[src/pkg/dct_pkg.sv]
`default_nettype none

package dct_pkg;

    // ==========================================================
    // Special-function-register addresses
    // ==========================================================
    localparam logic [7:0] ADDR_TIMER_CONTROL = 8'h88;
    localparam logic [7:0] ADDR_TIMER_MODE    = 8'h89;
    localparam logic [7:0] ADDR_FIRST_LOW     = 8'h8a;
    localparam logic [7:0] ADDR_SECOND_LOW    = 8'h8b;
    localparam logic [7:0] ADDR_FIRST_HIGH    = 8'h8c;
    localparam logic [7:0] ADDR_SECOND_HIGH   = 8'h8d;
    localparam logic [7:0] ADDR_CLOCK_CONTROL = 8'h8e;

    // ==========================================================
    // Reset values
    // ==========================================================
    localparam logic [7:0] CLOCK_CONTROL_RESET = 8'h00;
    localparam logic [3:0] TIMER_CONTROL_RESET = 4'h0;
    localparam logic [7:0] TIMER_MODE_RESET    = 8'h00;
    localparam logic [7:0] COUNT_RESET         = 8'h00;

    // ==========================================================
    // Field positions
    // ==========================================================
    localparam int CK_T3_HIGH    = 7;
    localparam int CK_T3_LOW     = 6;
    localparam int CK_T2_HIGH    = 5;
    localparam int CK_T2_LOW     = 4;
    localparam int CK_SECOND_SYS = 3;
    localparam int CK_FIRST_SYS  = 2;
    localparam int CK_DIV_LSB    = 0;
    localparam int TC_SECOND_OVF = 7;
    localparam int TC_SECOND_RUN = 6;
    localparam int TC_FIRST_OVF  = 5;
    localparam int TC_FIRST_RUN  = 4;
    localparam int TM_SECOND_GATE = 7;
    localparam int TM_SECOND_CNT  = 6;
    localparam int TM_SECOND_MODE = 4;
    localparam int TM_FIRST_GATE  = 3;
    localparam int TM_FIRST_CNT   = 2;
    localparam int TM_FIRST_MODE  = 0;

    // ==========================================================
    // Prescaler counts
    // ==========================================================
    localparam logic [5:0] DIV_SYS_12 = 6'h0c;
    localparam logic [5:0] DIV_SYS_4  = 6'h04;
    localparam logic [5:0] DIV_SYS_48 = 6'h30;
    localparam logic [3:0] DIV_EXT_8  = 4'h8;

    typedef enum logic [1:0] {
        MODE_13BIT  = 2'b00,
        MODE_16BIT  = 2'b01,
        MODE_RELOAD = 2'b10,
        MODE_SPLIT  = 2'b11
    } dct_mode_type;

    typedef enum logic [1:0] {
        PRE_SYS_12 = 2'b00,
        PRE_SYS_4  = 2'b01,
        PRE_SYS_48 = 2'b10,
        PRE_EXT_8  = 2'b11
    } dct_presc_type;

    typedef struct packed {
        logic       wr;
        logic       rd;
        logic [7:0] addr;
        logic [7:0] wdata;
    } dct_sfr_req_type;

    typedef struct packed {
        logic       ovf;
        logic [7:0] th;
        logic [7:0] tl;
    } dct_count_type;

endpackage

`default_nettype wire

[src/core/dct_core.sv]
// Contract
// - Shared divider: /12, /4, /48, external /8
// - Clock-select bit: system clock or prescaled clock
// - Export four selects to auto-reload timers
// - Count is 16 bits as two bytes
// - 13-bit mode: high byte, low five bits
// - 13-bit wrap sets flag and requests interrupt
// - Counter select counts falling pin edges
// - Run bit and optional gate input enable counting
// - Setting run never clears the count
// - Second timer mirrors first with own inputs
// - 16-bit mode uses all sixteen bits
// - Reload mode copies high byte on wrap
// - Split low byte uses first timer controls
// - Split high byte: internal clock, second run
// - Split: second timer no pin, no flag
// - Split: second timer stops in mode three
// - Interrupt request equals flag and enable
// - Timers configured independently
// - Mode codes 00,01,10,11
// - Flag cleared by vector or software
`timescale 1ns/1ps
`default_nettype none

module dct_sync #(
    parameter int W = 1
) (
    input  wire logic         clk,
    input  wire logic [W-1:0] d,
    output var  logic [W-1:0] q
);
    logic [W-1:0] meta_reg;

    always_ff @(posedge clk)
    begin
        meta_reg <= d;
        q        <= meta_reg;
    end
endmodule

module dct_core
    import dct_pkg::*;
(
    input  wire logic                     MCLK,
    input  wire logic                     RST,
    input  wire dct_pkg::dct_sfr_req_type SFR_REQ,
    output var  logic [7:0]               SFR_RDATA,
    input  wire logic                     FIRST_EVENT_PIN,
    input  wire logic                     SECOND_EVENT_PIN,
    input  wire logic                     FIRST_EXT_IRQ_INPUT,
    input  wire logic                     SECOND_EXT_IRQ_INPUT,
    input  wire logic                     FIRST_IRQ_POLARITY,
    input  wire logic                     SECOND_IRQ_POLARITY,
    input  wire logic                     FIRST_TIMER_IRQ_ENABLE,
    input  wire logic                     SECOND_TIMER_IRQ_ENABLE,
    input  wire logic                     FIRST_IRQ_ACK,
    input  wire logic                     SECOND_IRQ_ACK,
    input  wire logic                     EXT_OSC_CLK,
    output var  logic                     FIRST_TIMER_IRQ,
    output var  logic                     SECOND_TIMER_IRQ,
    output var  logic                     SECOND_TIMER_OVF_PULSE,
    output var  logic                     TIMER3_HIGH_SYSCLK_SELECT,
    output var  logic                     TIMER3_LOW_SYSCLK_SELECT,
    output var  logic                     TIMER2_HIGH_SYSCLK_SELECT,
    output var  logic                     TIMER2_LOW_SYSCLK_SELECT
);
    import dct_pkg::*;

    // ==========================================================
    // Register state
    // ==========================================================
    logic [7:0]    timer_clock_control_reg;
    logic [7:0]    timer_mode_reg_reg;
    logic          tr0_reg, tr1_reg, tf0_reg, tf1_reg;
    logic          tf0_next, tf1_next;
    logic [7:0]    tl0_reg, th0_reg, tl1_reg, th1_reg;
    logic [5:0]    pre_cnt_reg;
    logic [2:0]    ext_cnt_reg;
    logic [4:0]    sync_q;
    logic [4:0]    sync_prev_reg;
    logic          wr_timer_control_reg, wr_timer_mode_reg, wr_timer_clock_control, wr_tl0, wr_th0, wr_tl1, wr_th1;
    logic [5:0]    pre_lim;
    logic          pre_tick, ext_rise;
    logic          ev0_fall, ev1_fall, first_ext_irq_input_act, second_ext_irq_input_act;
    logic          split, t0_run, t1_run, t0_inc, t1_inc, th0_inc;
    logic          t0_set, t1_set, t1_ovf;
    dct_mode_type  mode0, mode1;
    dct_presc_type sca;
    dct_count_type step0, step1;

    assign wr_timer_control_reg  = SFR_REQ.wr && SFR_REQ.addr == ADDR_TIMER_CONTROL;
    assign wr_timer_mode_reg  = SFR_REQ.wr && SFR_REQ.addr == ADDR_TIMER_MODE;
    assign wr_timer_clock_control = SFR_REQ.wr && SFR_REQ.addr == ADDR_CLOCK_CONTROL;
    assign wr_tl0   = SFR_REQ.wr && SFR_REQ.addr == ADDR_FIRST_LOW;
    assign wr_th0   = SFR_REQ.wr && SFR_REQ.addr == ADDR_FIRST_HIGH;
    assign wr_tl1   = SFR_REQ.wr && SFR_REQ.addr == ADDR_SECOND_LOW;
    assign wr_th1   = SFR_REQ.wr && SFR_REQ.addr == ADDR_SECOND_HIGH;

    assign mode0 = dct_mode_type'(timer_mode_reg_reg[TM_FIRST_MODE+:2]);
    assign mode1 = dct_mode_type'(timer_mode_reg_reg[TM_SECOND_MODE+:2]);
    assign sca   = dct_presc_type'(timer_clock_control_reg[CK_DIV_LSB+:2]);
    assign split = mode0 == MODE_SPLIT;

    // ==========================================================
    // Input synchronisers and edge detect
    // ==========================================================
    dct_sync #(.W(5)) u_sync (
        .clk (MCLK),
        .d   ({EXT_OSC_CLK, SECOND_EXT_IRQ_INPUT, FIRST_EXT_IRQ_INPUT,
               SECOND_EVENT_PIN, FIRST_EVENT_PIN}),
        .q   (sync_q)
    );

    always_ff @(posedge MCLK)
    begin
        if (RST)
            sync_prev_reg <= 5'h00;
        else
            sync_prev_reg <= sync_q;
    end

    assign ev0_fall = sync_prev_reg[0] && !sync_q[0];
    assign ev1_fall = sync_prev_reg[1] && !sync_q[1];
    assign first_ext_irq_input_act = sync_q[2] == FIRST_IRQ_POLARITY;
    assign second_ext_irq_input_act = sync_q[3] == SECOND_IRQ_POLARITY;
    assign ext_rise = !sync_prev_reg[4] && sync_q[4];

    // ==========================================================
    // Shared prescaler
    // ==========================================================
    always_comb
    begin
        unique case (sca)
            PRE_SYS_12: pre_lim = DIV_SYS_12;
            PRE_SYS_4:  pre_lim = DIV_SYS_4;
            PRE_SYS_48: pre_lim = DIV_SYS_48;
            PRE_EXT_8:  pre_lim = DIV_SYS_12;
        endcase
    end

    // Counter wraps on >= so a shrink of the divisor never strands it
    always_ff @(posedge MCLK)
    begin
        if (RST)
            pre_cnt_reg <= 6'h00;
        else if (sca == PRE_EXT_8 || pre_cnt_reg >= pre_lim - 6'h01)
            pre_cnt_reg <= 6'h00;
        else
            pre_cnt_reg <= pre_cnt_reg + 6'h01;
    end

    always_ff @(posedge MCLK)
    begin
        if (RST)
            ext_cnt_reg <= 3'h0;
        else if (ext_rise)
            ext_cnt_reg <= ext_cnt_reg + 3'h1;
    end

    // External clock must stay below half of MCLK to be seen
    assign pre_tick = (sca == PRE_EXT_8)
                    ? ext_rise && ({1'b0, ext_cnt_reg} == DIV_EXT_8 - 4'h1)
                    : pre_cnt_reg >= pre_lim - 6'h01;

    // ==========================================================
    // Count enables
    // ==========================================================
    assign t0_run = tr0_reg && (!timer_mode_reg_reg[TM_FIRST_GATE] || first_ext_irq_input_act);
    assign t1_run = split ? mode1 != MODE_SPLIT
                  : tr1_reg && (!timer_mode_reg_reg[TM_SECOND_GATE] || second_ext_irq_input_act)
                    && mode1 != MODE_SPLIT;

    assign t0_inc = t0_run && (timer_mode_reg_reg[TM_FIRST_CNT] ? ev0_fall
                  : (timer_clock_control_reg[CK_FIRST_SYS] || pre_tick));
    assign t1_inc = t1_run && ((timer_mode_reg_reg[TM_SECOND_CNT] && !split) ? ev1_fall
                  : (timer_clock_control_reg[CK_SECOND_SYS] || pre_tick));
    assign th0_inc = split && tr1_reg && (timer_clock_control_reg[CK_FIRST_SYS] || pre_tick);

    function automatic dct_count_type count_step(
        input dct_mode_type mode,
        input logic [7:0]   tl,
        input logic [7:0]   th
    );
        logic [12:0] v13;
        logic [15:0] v16;
        v13 = {th, tl[4:0]} + 13'h0001;
        v16 = {th, tl} + 16'h0001;
        count_step.th  = th;
        count_step.tl  = tl + 8'h01;
        count_step.ovf = &tl;
        unique case (mode)
            MODE_13BIT:
            begin
                count_step.ovf = &{th, tl[4:0]};
                count_step.th  = v13[12:5];
                count_step.tl  = {tl[7:5], v13[4:0]};
            end
            MODE_16BIT:
            begin
                count_step.ovf = &{th, tl};
                count_step.th  = v16[15:8];
                count_step.tl  = v16[7:0];
            end
            MODE_RELOAD:
                if (&tl)
                    count_step.tl = th;
            MODE_SPLIT:
                count_step.th = th;
        endcase
    endfunction

    assign step0 = count_step(mode0, tl0_reg, th0_reg);
    assign step1 = count_step(mode1, tl1_reg, th1_reg);
    assign t1_ovf = t1_inc && step1.ovf;
    assign t0_set = t0_inc && step0.ovf;
    assign t1_set = split ? th0_inc && (&th0_reg) : t1_ovf;

    // ==========================================================
    // Count registers; a software write beats a count
    // ==========================================================
    always_ff @(posedge MCLK)
    begin
        if (RST)
        begin
            tl0_reg <= COUNT_RESET;
            th0_reg <= COUNT_RESET;
        end
        else
        begin
            if (t0_inc)
            begin
                tl0_reg <= step0.tl;
                th0_reg <= step0.th;
            end
            if (th0_inc)
                th0_reg <= th0_reg + 8'h01;
            if (wr_tl0)
                tl0_reg <= SFR_REQ.wdata;
            if (wr_th0)
                th0_reg <= SFR_REQ.wdata;
        end
    end

    always_ff @(posedge MCLK)
    begin
        if (RST)
        begin
            tl1_reg <= COUNT_RESET;
            th1_reg <= COUNT_RESET;
        end
        else
        begin
            if (t1_inc)
            begin
                tl1_reg <= step1.tl;
                th1_reg <= step1.th;
            end
            if (wr_tl1)
                tl1_reg <= SFR_REQ.wdata;
            if (wr_th1)
                th1_reg <= SFR_REQ.wdata;
        end
    end

    // ==========================================================
    // Control, mode, clock registers and flags
    // ==========================================================
    always_ff @(posedge MCLK)
    begin
        if (RST)
        begin
            timer_clock_control_reg <= CLOCK_CONTROL_RESET;
            timer_mode_reg_reg  <= TIMER_MODE_RESET;
        end
        else
        begin
            if (wr_timer_clock_control)
                timer_clock_control_reg <= SFR_REQ.wdata;
            if (wr_timer_mode_reg)
                timer_mode_reg_reg <= SFR_REQ.wdata;
        end
    end

    // A hardware set wins over a software or vector clear
    always_comb
    begin
        tf0_next = wr_timer_control_reg ? SFR_REQ.wdata[TC_FIRST_OVF] : tf0_reg;
        tf1_next = wr_timer_control_reg ? SFR_REQ.wdata[TC_SECOND_OVF] : tf1_reg;
        if (FIRST_IRQ_ACK)
            tf0_next = 1'b0;
        if (SECOND_IRQ_ACK)
            tf1_next = 1'b0;
        if (t0_set)
            tf0_next = 1'b1;
        if (t1_set)
            tf1_next = 1'b1;
    end

    // Run bits touch nothing but themselves
    always_ff @(posedge MCLK)
    begin
        if (RST)
            {tf1_reg, tr1_reg, tf0_reg, tr0_reg} <= TIMER_CONTROL_RESET;
        else
        begin
            tf0_reg <= tf0_next;
            tf1_reg <= tf1_next;
            if (wr_timer_control_reg)
            begin
                tr0_reg <= SFR_REQ.wdata[TC_FIRST_RUN];
                tr1_reg <= SFR_REQ.wdata[TC_SECOND_RUN];
            end
        end
    end

    // ==========================================================
    // Outputs and read port
    // ==========================================================
    always_ff @(posedge MCLK)
    begin
        if (RST)
        begin
            FIRST_TIMER_IRQ        <= 1'b0;
            SECOND_TIMER_IRQ       <= 1'b0;
            SECOND_TIMER_OVF_PULSE <= 1'b0;
        end
        else
        begin
            FIRST_TIMER_IRQ        <= tf0_next && FIRST_TIMER_IRQ_ENABLE;
            SECOND_TIMER_IRQ       <= tf1_next && SECOND_TIMER_IRQ_ENABLE;
            SECOND_TIMER_OVF_PULSE <= t1_ovf;
        end
    end

    always_ff @(posedge MCLK)
    begin
        if (RST)
            SFR_RDATA <= 8'h00;
        else if (SFR_REQ.rd)
        begin
            unique case (SFR_REQ.addr)
                ADDR_TIMER_CONTROL: SFR_RDATA <= {tf1_reg, tr1_reg, tf0_reg, tr0_reg, 4'h0};
                ADDR_TIMER_MODE:    SFR_RDATA <= timer_mode_reg_reg;
                ADDR_CLOCK_CONTROL: SFR_RDATA <= timer_clock_control_reg;
                ADDR_FIRST_LOW:     SFR_RDATA <= tl0_reg;
                ADDR_FIRST_HIGH:    SFR_RDATA <= th0_reg;
                ADDR_SECOND_LOW:    SFR_RDATA <= tl1_reg;
                ADDR_SECOND_HIGH:   SFR_RDATA <= th1_reg;
                default:            SFR_RDATA <= 8'h00;
            endcase
        end
    end

    assign TIMER3_HIGH_SYSCLK_SELECT = timer_clock_control_reg[CK_T3_HIGH];
    assign TIMER3_LOW_SYSCLK_SELECT  = timer_clock_control_reg[CK_T3_LOW];
    assign TIMER2_HIGH_SYSCLK_SELECT = timer_clock_control_reg[CK_T2_HIGH];
    assign TIMER2_LOW_SYSCLK_SELECT  = timer_clock_control_reg[CK_T2_LOW];

    logic no_wr0;
    assign no_wr0 = !wr_tl0 && !wr_th0 && !wr_timer_mode_reg && !wr_timer_control_reg;
endmodule

`default_nettype wire

[config.mk]
export PLATFORM = sky130hd
export DESIGN_NAME = dct_core
export DESIGN_NICKNAME = d
export VERILOG_FILES = /design/src/pkg/dct_pkg.sv /design/src/core/dct_core.sv
export SDC_FILE = /design/constraint.sdc
export NUM_CORES = 1
export LEC_CHECK = 0
export CAP_MARGIN = 0
export CELL_PAD_IN_SITES_DETAIL_PLACEMENT = 0
export CELL_PAD_IN_SITES_GLOBAL_PLACEMENT = 2
export CORE_ASPECT_RATIO = 0.7
export CORE_UTILIZATION = 42
export CTS_CLUSTER_DIAMETER = 120
export CTS_CLUSTER_SIZE = 8
export DETAILED_ROUTE_END_ITERATION = 8
export DONT_BUFFER_PORTS = 1
export GPL_TIMING_DRIVEN = 0
export PLACE_DENSITY_LB_ADDON = 0.3
export SLEW_MARGIN = 10
export SYNTH_ARGS = -nofsm -noshare
export SYNTH_HDL_FRONTEND = slang
export SYNTH_SLANG_ARGS = --single-unit
[constraint.sdc]
create_clock -name MCLK -period 5.2 [get_ports MCLK]
set_input_delay 0 -clock MCLK [delete_from_list [all_inputs] [get_ports MCLK]]
set_output_delay 0 -clock MCLK [all_outputs]
set_load 0.03 [all_outputs]
==> key figures, run 1 <==
Routing
  – Vias per inst: 6.16
  – Antenna Violating Nets Remaining: 0
  – Drt pass-1 iters: 5
  – Drt wl/cell: 22.1 microns
  – WL final: 17.1 mm
  – 1st-iter DRT viols: 399
  – DRC Markers: 0
  – Via count: 4775

Logic synthesis
  – Cell variety after synth: 71
  – Post-Synthesis Cells: 586
  – Post-synth EDFFs: 0
  – Top post-synthesis cells by area: dfxtp_1 (34%), mux2i_1 (6.9%), nor2_1 (6.0%)
  – Most common cell in the netlist: dfxtp_1
  – Share of the synthesized area in the top cell type: 34.4%
  – Mapped Nets: 627
  – Post-synthesis sequential area ratio: 34.4%
  – Synth cell count leaders: dfxtp_1 (85), nor2_1 (79), nand2_1 (36)
  – Main synth FF type: dfxtp_1
  – Yosys warns: 0
  – Area leader, netlist: dfxtp_1
  – Post-Syn Area: 4950 sq um
  – Seq cells post-synth: 85
  – Mean Syn Cell Area: 8.45 sq um
  – FFs w/ async S/R, synth: 0%

Setup path
  – Setup CP Type: reg -> reg
  – Startpoint types: register
  – Critical Path Fanout Max: 7
  – Slowest cell delay on critical path: 0.68 ns
  – Worst setup path endpoint: SECOND_TIMER_IRQ
  – Worst r2r src: timer_clock_control_reg[1]
  – Critical Path AT: 3.71 ns
  – R2r endpoint: SECOND_TIMER_IRQ
  – Register-to-register setup slack: 1.72 ns
  – CP endpoint kind: register
  – CP Depth: 9
  – Required @ worst endpoint: 5.43 ns
  – Slowest-stage cell, CP: a221oi_2
  – Cell family with most CP delay: compound AO/OA/AOI/OAI gates
  – WP buf/inv: 1
  – Crit. Startpoint: timer_clock_control_reg[1]
  – R2R depth: 9
  – Cells along the critical path: nand2b_1 > ha_1 > a211oi_1 > o21ai_1 > a221oi_2 > nor4_1 > nand2_1 > a21boi_1 > dlygate4sd3_1

Floorplan
  – Chip Width: 132 microns
  – Initial Util: 44.0%
  – Row count: 32
  – Die height: 92.9 microns
  – Die area: 12200 sq um
  – Std-Cell Core Area: 11300 sq um
  – # IOs: 46

Timing
  – Worst-Margin Slew: 0.801 ns
  – Final hold violations: 0
  – Setup tns final: 0 ns
  – Final setup vio count: 0
  – Fmax: 287 MHz
  – Pins over their slew limit: 0
  – Crit path time final: 3.48 ns
  – Rel. slew slack: 46.6%
  – Setup ws final: 1.72 ns
  – RSZ-0062 raised after global routing: false
  – Clock Skews: 0.00609 ns
  – Final worst path period share: 67.0%

Final layout
  – Area of the multi-input gates: 3040 sq um
  – Seq. cell area: 1700 sq um
  – Fillcell total: 1112
  – Nets: 657
  – Layout cell share with drive strength beyond 1: 9.34%
  – Area delta synth->final: 13.8%

Clock network
  – Post_cts resized: 0
  – Post-CTS Repair Setup Buffers: 0
  – CTS Sinks: 85
  – Cts bufs inserted: 9
  – Hold_buf cts: 19
  – Clock Path Buffers: 2
  – CTS clock-pin slew for the worst setup and hold paths: 0.07 ns
  – CTS root buffer: clkbuf_16
  – H-tree Lvls: 3
  – Clock Latency Late Sink: 0.34 ns
  – CTS tree: done

Power and ir drop
  – Leakage Power: 1.91 nW
  – Flop pwr share: 47.3%
  – Switching share of power: 24.3%
  – Switching Power: 0.000344 W
  – Clock power share: 46.6%
  – Comb pwr share: 6.1%
  – Int Power: 0.00107 W
  – Pwr dens: 250 nW/um^2
  – Worst VDD drop: 0.177 mV

Placement
  – GPL Wtd Cong: 0.914
  – Pre-CTS setup slack: 2.21 ns
  – Port-buffer cells: 0
  – DP HPWL: 12.5 mm

Worst hold path
  – HP Class: in -> reg

GRT
  – Largest net degree at the start of global routing: 16
  – Vias in the first global route: 4465
  – Overflow after GRT: 0
  – GRT Util Overall: 28.6%
  – Initial antenna violation count: 1
  – First-pass GRT wire length: 26.0 mm

Run
  – Max-cap viol count: 0

Status
  – Status: finished, final reports clean
[cell families after synthesis]
| logic type | Yosys count | share of synthesized area [%] |
|---|---|---|
| DFF | 85 | 34.4 |
| other | 1 | 0.0757 |
| buffers and inverters | 52 | 4.32 |
| and+or+nand+nor | 235 | 25.0 |
| AOI/OAI and AO/OA | 137 | 20.2 |
| adders and majority gates | 10 | 2.53 |
| muxes | 44 | 9.60 |
| xor gates and xnor gates | 22 | 3.89 |
[cell type report]
class | count | area share [%]
diodes | 1 | 0.0444
plain buffers | 37 | 2.80
clock buffers | 10 | 4.06
clock inverters | 6 | 1.27
inverters | 15 | 0.999
multi-input cells | 449 | 53.9
flip-flops and latches | 85 | 30.2
well taps | 153 | 3.40
repair buffers | 19 | 3.37
[through the flow]
stage	power, W	hold WS [ns]	util [%]	cell area [sq um]	instances
floorplan	0.000726	0.0277	-	4950	586
global placement	0.000744	0.0278	45.7	5140	739
detailed placement	0.000745	0.0278	45.7	5140	739
CTS	0.00142	0.00467	50.1	5630	774
global route	0.00145	0.0797	50.1	5630	774
finish	0.00141	0.0189	50.1	5640	775
[layout by cell type, fill, tap and decap left out, types with 6 or more instances in the layout]
cell type,Yosys,routed
dfxtp_1,85,85
nor2_1,79,79
nand2_1,36,36
mux2i_1,34,34
a21oi_1,25,25
clkbuf_1,21,22
nand3_1,21,21
dlygate4sd3_1,0,19
o21ai_0,18,18
a211oi_1,16,16
inv_1,15,15
and3_1,15,15
nor4_1,13,13
buf_2,12,12
xor2_1,11,11
xnor2_1,11,11
o211ai_1,10,10
nor3_1,10,10
a22oi_1,10,10
ha_1,10,10
nand2b_1,9,9
clkbuf_16,0,9
nor2b_1,8,8
mux2_2,8,8
nand4_1,8,8
and2_1,7,7
a31oi_1,7,7
o22ai_1,6,6
[power groups by stage]
stage | clock network [W] | logic, W | registers [W]
after floorplan | 0 | 0.0000451 | 0.000680
after global placement | 0 | 0.0000624 | 0.000682
after detailed placement | 0 | 0.0000629 | 0.000683
after CTS | 0.000668 | 0.0000841 | 0.000668
after global routing | 0.000692 | 0.0000914 | 0.000669
final | 0.000658 | 0.0000861 | 0.000668
[layer usage]
| metal | part of all wire [%] | GRT usage (%) | vias to the layer above |
|---|---|---|---|
| li1 | - | - | 2221 |
| met1 | 47 | 40.1 | 2290 |
| met2 | 40 | 40.4 | 230 |
| met3 | 10 | 8.70 | 34 |
| met4 | 2.5 | 11.1 | 0 |
| met5 | 0 | 0 | - |
[worst min-delay path, delay by kind of cell]
kind                   cells  cell delay [ns]
buffers and inverters      1             0.04
AOI/OAI and AO/OA          2             0.27
[worst min-delay path by stage]
| stage | start | end | depth (start not counted) |
|---|---|---|---|
| after floorplan | FIRST_EVENT_PIN | u_sync.meta_reg[0] | 0 |
| after global placement | FIRST_EXT_IRQ_INPUT | u_sync.meta_reg[2] | 0 |
| after detailed placement | SECOND_EVENT_PIN | u_sync.meta_reg[1] | 0 |
| after CTS | SFR_REQ[9] | th0_reg[6] | 3 |
| after global routing | SFR_REQ[7] | tf1_reg | 4 |
| final | SFR_REQ[9] | th0_reg[6] | 3 |
Note: power is estimated with default switching activity, not from simulation.
==> run 2: changes to the inputs <==
ABC_AREA = 1   (was unset)
CORE_UTILIZATION = 31   (was 42)
clock period = 2.9 ns   (was 5.2 ns; I/O delays follow)
==> key figures, run 2 <==
Final layout
  – Layout cell share with drive strength beyond 1: 7.36% (-2.0 points)
  – Nets: 974 (+48%)
  – Fillcell total: 1932 (+74%)
  – Most frequent cells in the layout: nand2_1 (252), nor2_1 (105), inv_1 (100), dfxtp_1 (84), nand3_1 (81)
  – Area delta synth->final: 13.7% (about the same)
  – Commonest non-fill, non-tap cell in the layout: nand2_1

GRT
  – Largest net degree at the start of global routing: 15 (-1)
  – Initial antenna violation count: 2 (+1)
  – First-pass GRT wire length: 33.2 mm (+28%)
  – Vias in the first global route: 5487 (+23%)
  – GRT Util Overall: 23.9% (-4.7 points)
  – Overflow after GRT: 0 (unchanged)

Power and ir drop
  – Worst VDD drop: 0.292 mV (+65%)
  – Leakage Power: 2.54 nW (+33%)
  – Comb pwr share: 5.3% (-0.8 points)
  – Switching share of power: 24.3% (-0.047 points)
  – Flop pwr share: 47.1% (-0.2 points)
  – Pwr dens: 395 nW/um^2 (+58%)
  – Clock power share: 47.7% (+1.1 points)
  – Int Power: 0.00192 W (+80%)
  – Switching Power: 0.000616 W (+79%)
  – Tot Pwr: 0.00254 W (+80%)

Routing
  – WL final: 21.3 mm (+25%)
  – Drt pass-1 iters: 5 (unchanged)
  – Via count: 5991 (+25%)
  – Antenna Violating Nets Remaining: 0 (unchanged)
  – 1st-iter DRT viols: 543 (+36%)
  – DRC Markers: 0 (unchanged)
  – Drt wl/cell: 18.2 microns (-17%)
  – Vias per inst: 5.12 (-17%)

Setup path
  – Required @ worst endpoint: 3.19 ns (-2.24 ns)
  – Crit. Startpoint: tl0_reg[1]
  – CP endpoint kind: register
  – Critical Path Fanout Max: 7 (unchanged)
  – Worst r2r src: tl0_reg[1]
  – Critical Path AT: 2.95 ns (-0.76 ns)
  – Setup CP Type: reg -> reg
  – Startpoint types: register

Timing
  – RSZ-0062 raised after global routing: false
  – Setup ws final: 0.243 ns (-1.47 ns)
  – Final hold violations: 0 (unchanged)
  – Clock Skews: 0.0109 ns (+0.00484 ns)
  – Fmax: 376 MHz (+31%)
  – Setup tns final: 0 ns (unchanged)
  – Crit path time final: 2.66 ns (-0.827 ns)
  – Worst-Margin Slew: 0.780 ns (-0.0216 ns)
  – Final worst path period share: 91.6% (+25 points)
  – Pins over their slew limit: 0 (unchanged)
  – Rel. slew slack: 48.0% (+1.4 points)
  – Final setup vio count: 0 (unchanged)

Clock network
  – CTS clock-pin slew for the worst setup and hold paths: 0.07 ns (about the same)
  – Post-CTS Repair Setup Buffers: 0 (unchanged)
  – Clock Path Buffers: 2 (unchanged)
  – H-tree Lvls: 3 (unchanged)
  – Clock Latency Late Sink: 0.35 ns (about the same)
  – CTS Sinks: 85 (unchanged)
  – CTS root buffer: clkbuf_16
  – Cts bufs inserted: 9 (unchanged)
  – CTS tree: done

Logic synthesis
  – Mean Syn Cell Area: 6.24 sq um (-26%)
  – Yosys warns: 0 (unchanged)
  – Synth cell count leaders: nand2_1 (252), nor2_1 (105), inv_1 (101)
  – Share of the synthesized area in the top cell type: 30.2% (-4.2 points)
  – Post-synth EDFFs: 0 (unchanged)
  – Area leader, netlist: dfxtp_1
  – Post-Syn Area: 5640 sq um (+14%)
  – Cell variety after synth: 47 (-34%)
  – Mapped Nets: 945 (+51%)
  – FFs w/ async S/R, synth: 0% (unchanged)
  – Seq cells post-synth: 85 (unchanged)
  – Top post-synthesis cells by area: dfxtp_1 (30%), nand2_1 (17%), nand3_1 (7.2%)
  – Most common cell in the netlist: nand2_1
  – Post-synthesis sequential area ratio: 30.2% (-4.2 points)
  – Main synth FF type: dfxtp_1
  – Post-Synthesis Cells: 904 (+54%)

Floorplan
  – Initial Util: 32.3% (-12 points)
  – Die area: 18700 sq um (+53%)
  – Die height: 115 microns (+24%)
  – # IOs: 46 (unchanged)
  – Chip Width: 163 microns (+24%)
  – Row count: 40 (+25%)
  – Std-Cell Core Area: 17500 sq um (+55%)

Run
  – Max-cap viol count: 0 (unchanged)

Placement
  – DP HPWL: 16.4 mm (+31%)
  – Pre-CTS setup slack: 0.362 ns (-1.85 ns)
  – Port-buffer cells: 0 (unchanged)
  – GPL Wtd Cong: 0.881 (-3.7%)

Worst hold path
  – HP Class: in -> reg
  – Min-delay src: SFR_REQ[7]

Status
  – Status: finished, final reports clean
[run 2: cell families (layout without fill, tap and decap cells)]
kind of cell / after synthesis / in the layout / share of synthesized area (%)
flip-flops: 85 / 85 / 30.2
buffers and inverters: 136 / 169 / 10.1
XOR/XNOR: 17 / 17 / 2.64
AO/OA/AOI/OAI: 145 / 145 / 13.9
other: 1 / 3 / 0.0665
AND/OR/NAND/NOR: 510 / 510 / 40.8
adder cells (fa/ha/maj): 10 / 10 / 2.22
[run 2: final cells by class]
cell class                      count  area, sq um  area share, %
Timing Repair Buffer               18          180           2.81
Clock buffer                       11          243           3.79
Tap cell                          231          289           4.51
Clock inverter                      4         56.3          0.878
Buffer                             27          153           2.38
Multi-Input combinational cell    683         3370           52.5
Inverter                          109          417           6.50
Sequential cell                    85         1700           26.6
Antenna cell                        2         5.00         0.0781
[run 2: path summary, 6_finish.rpt]
path | end | slack, ns | depth (start not counted)
max | FIRST_TIMER_IRQ | 0.24 | 11
max reg2reg | FIRST_TIMER_IRQ | 0.24 | 11
min reg2reg | u_sync.q[1] | 0.33 | 0
min | tf1_reg | 0.01 | 6
[run 2: per-layer routing]
layer | global-route usage (%) | vias to the layer above | share of wire (%)
met5 | 0 | - | 0.061
li1 | - | 3033 | -
met4 | 5.98 | 2 | 1.6
met3 | 5.12 | 25 | 7.3
met2 | 31.0 | 196 | 36
met1 | 38.2 | 2735 | 55
[run 2: repair_timing]
action	4_1_cts	5_1_grt
endpoints found under the setup margin	0	1
hold buffers	18	0
endpoints found under the hold margin	53	0
gates resized for setup	0	2
[run 2: through the flow]
step	cell area (sq um)	cells	utilization (%)	hold WS, ns
after global placement	5930	1135	33.9	0.0278
after global routing	6410	1169	36.7	0.0340
after floorplan	5640	904	-	0.0277
final	6410	1170	36.7	0.0143
after CTS	6400	1168	36.7	0.0123
after detailed placement	5930	1135	33.9	0.0278
[run 2: power groups by stage]
stage / Sequential (W) / Clock [W] / Combinational, W
floorplan: 0.00122 / 0 / 0.0000662
global placement: 0.00122 / 0 / 0.0000950
global route: 0.00120 / 0.00128 / 0.000148
finish: 0.00119 / 0.00121 / 0.000133
CTS: 0.00119 / 0.00123 / 0.000133
detailed placement: 0.00122 / 0 / 0.0000950
[run 2: critical path, stage by stage, from the launching register on]
cell           delay (ns)
dfxtp_1              0.44
ha_1                 0.29
nand2_1              0.18
nor2_4               0.21
nand2_1              0.16
inv_2                0.14
nand4_1              0.12
o221ai_1             0.10
nand2_1              0.10
a21oi_2              0.18
and2_1               0.14
dlygate4sd3_1        0.53
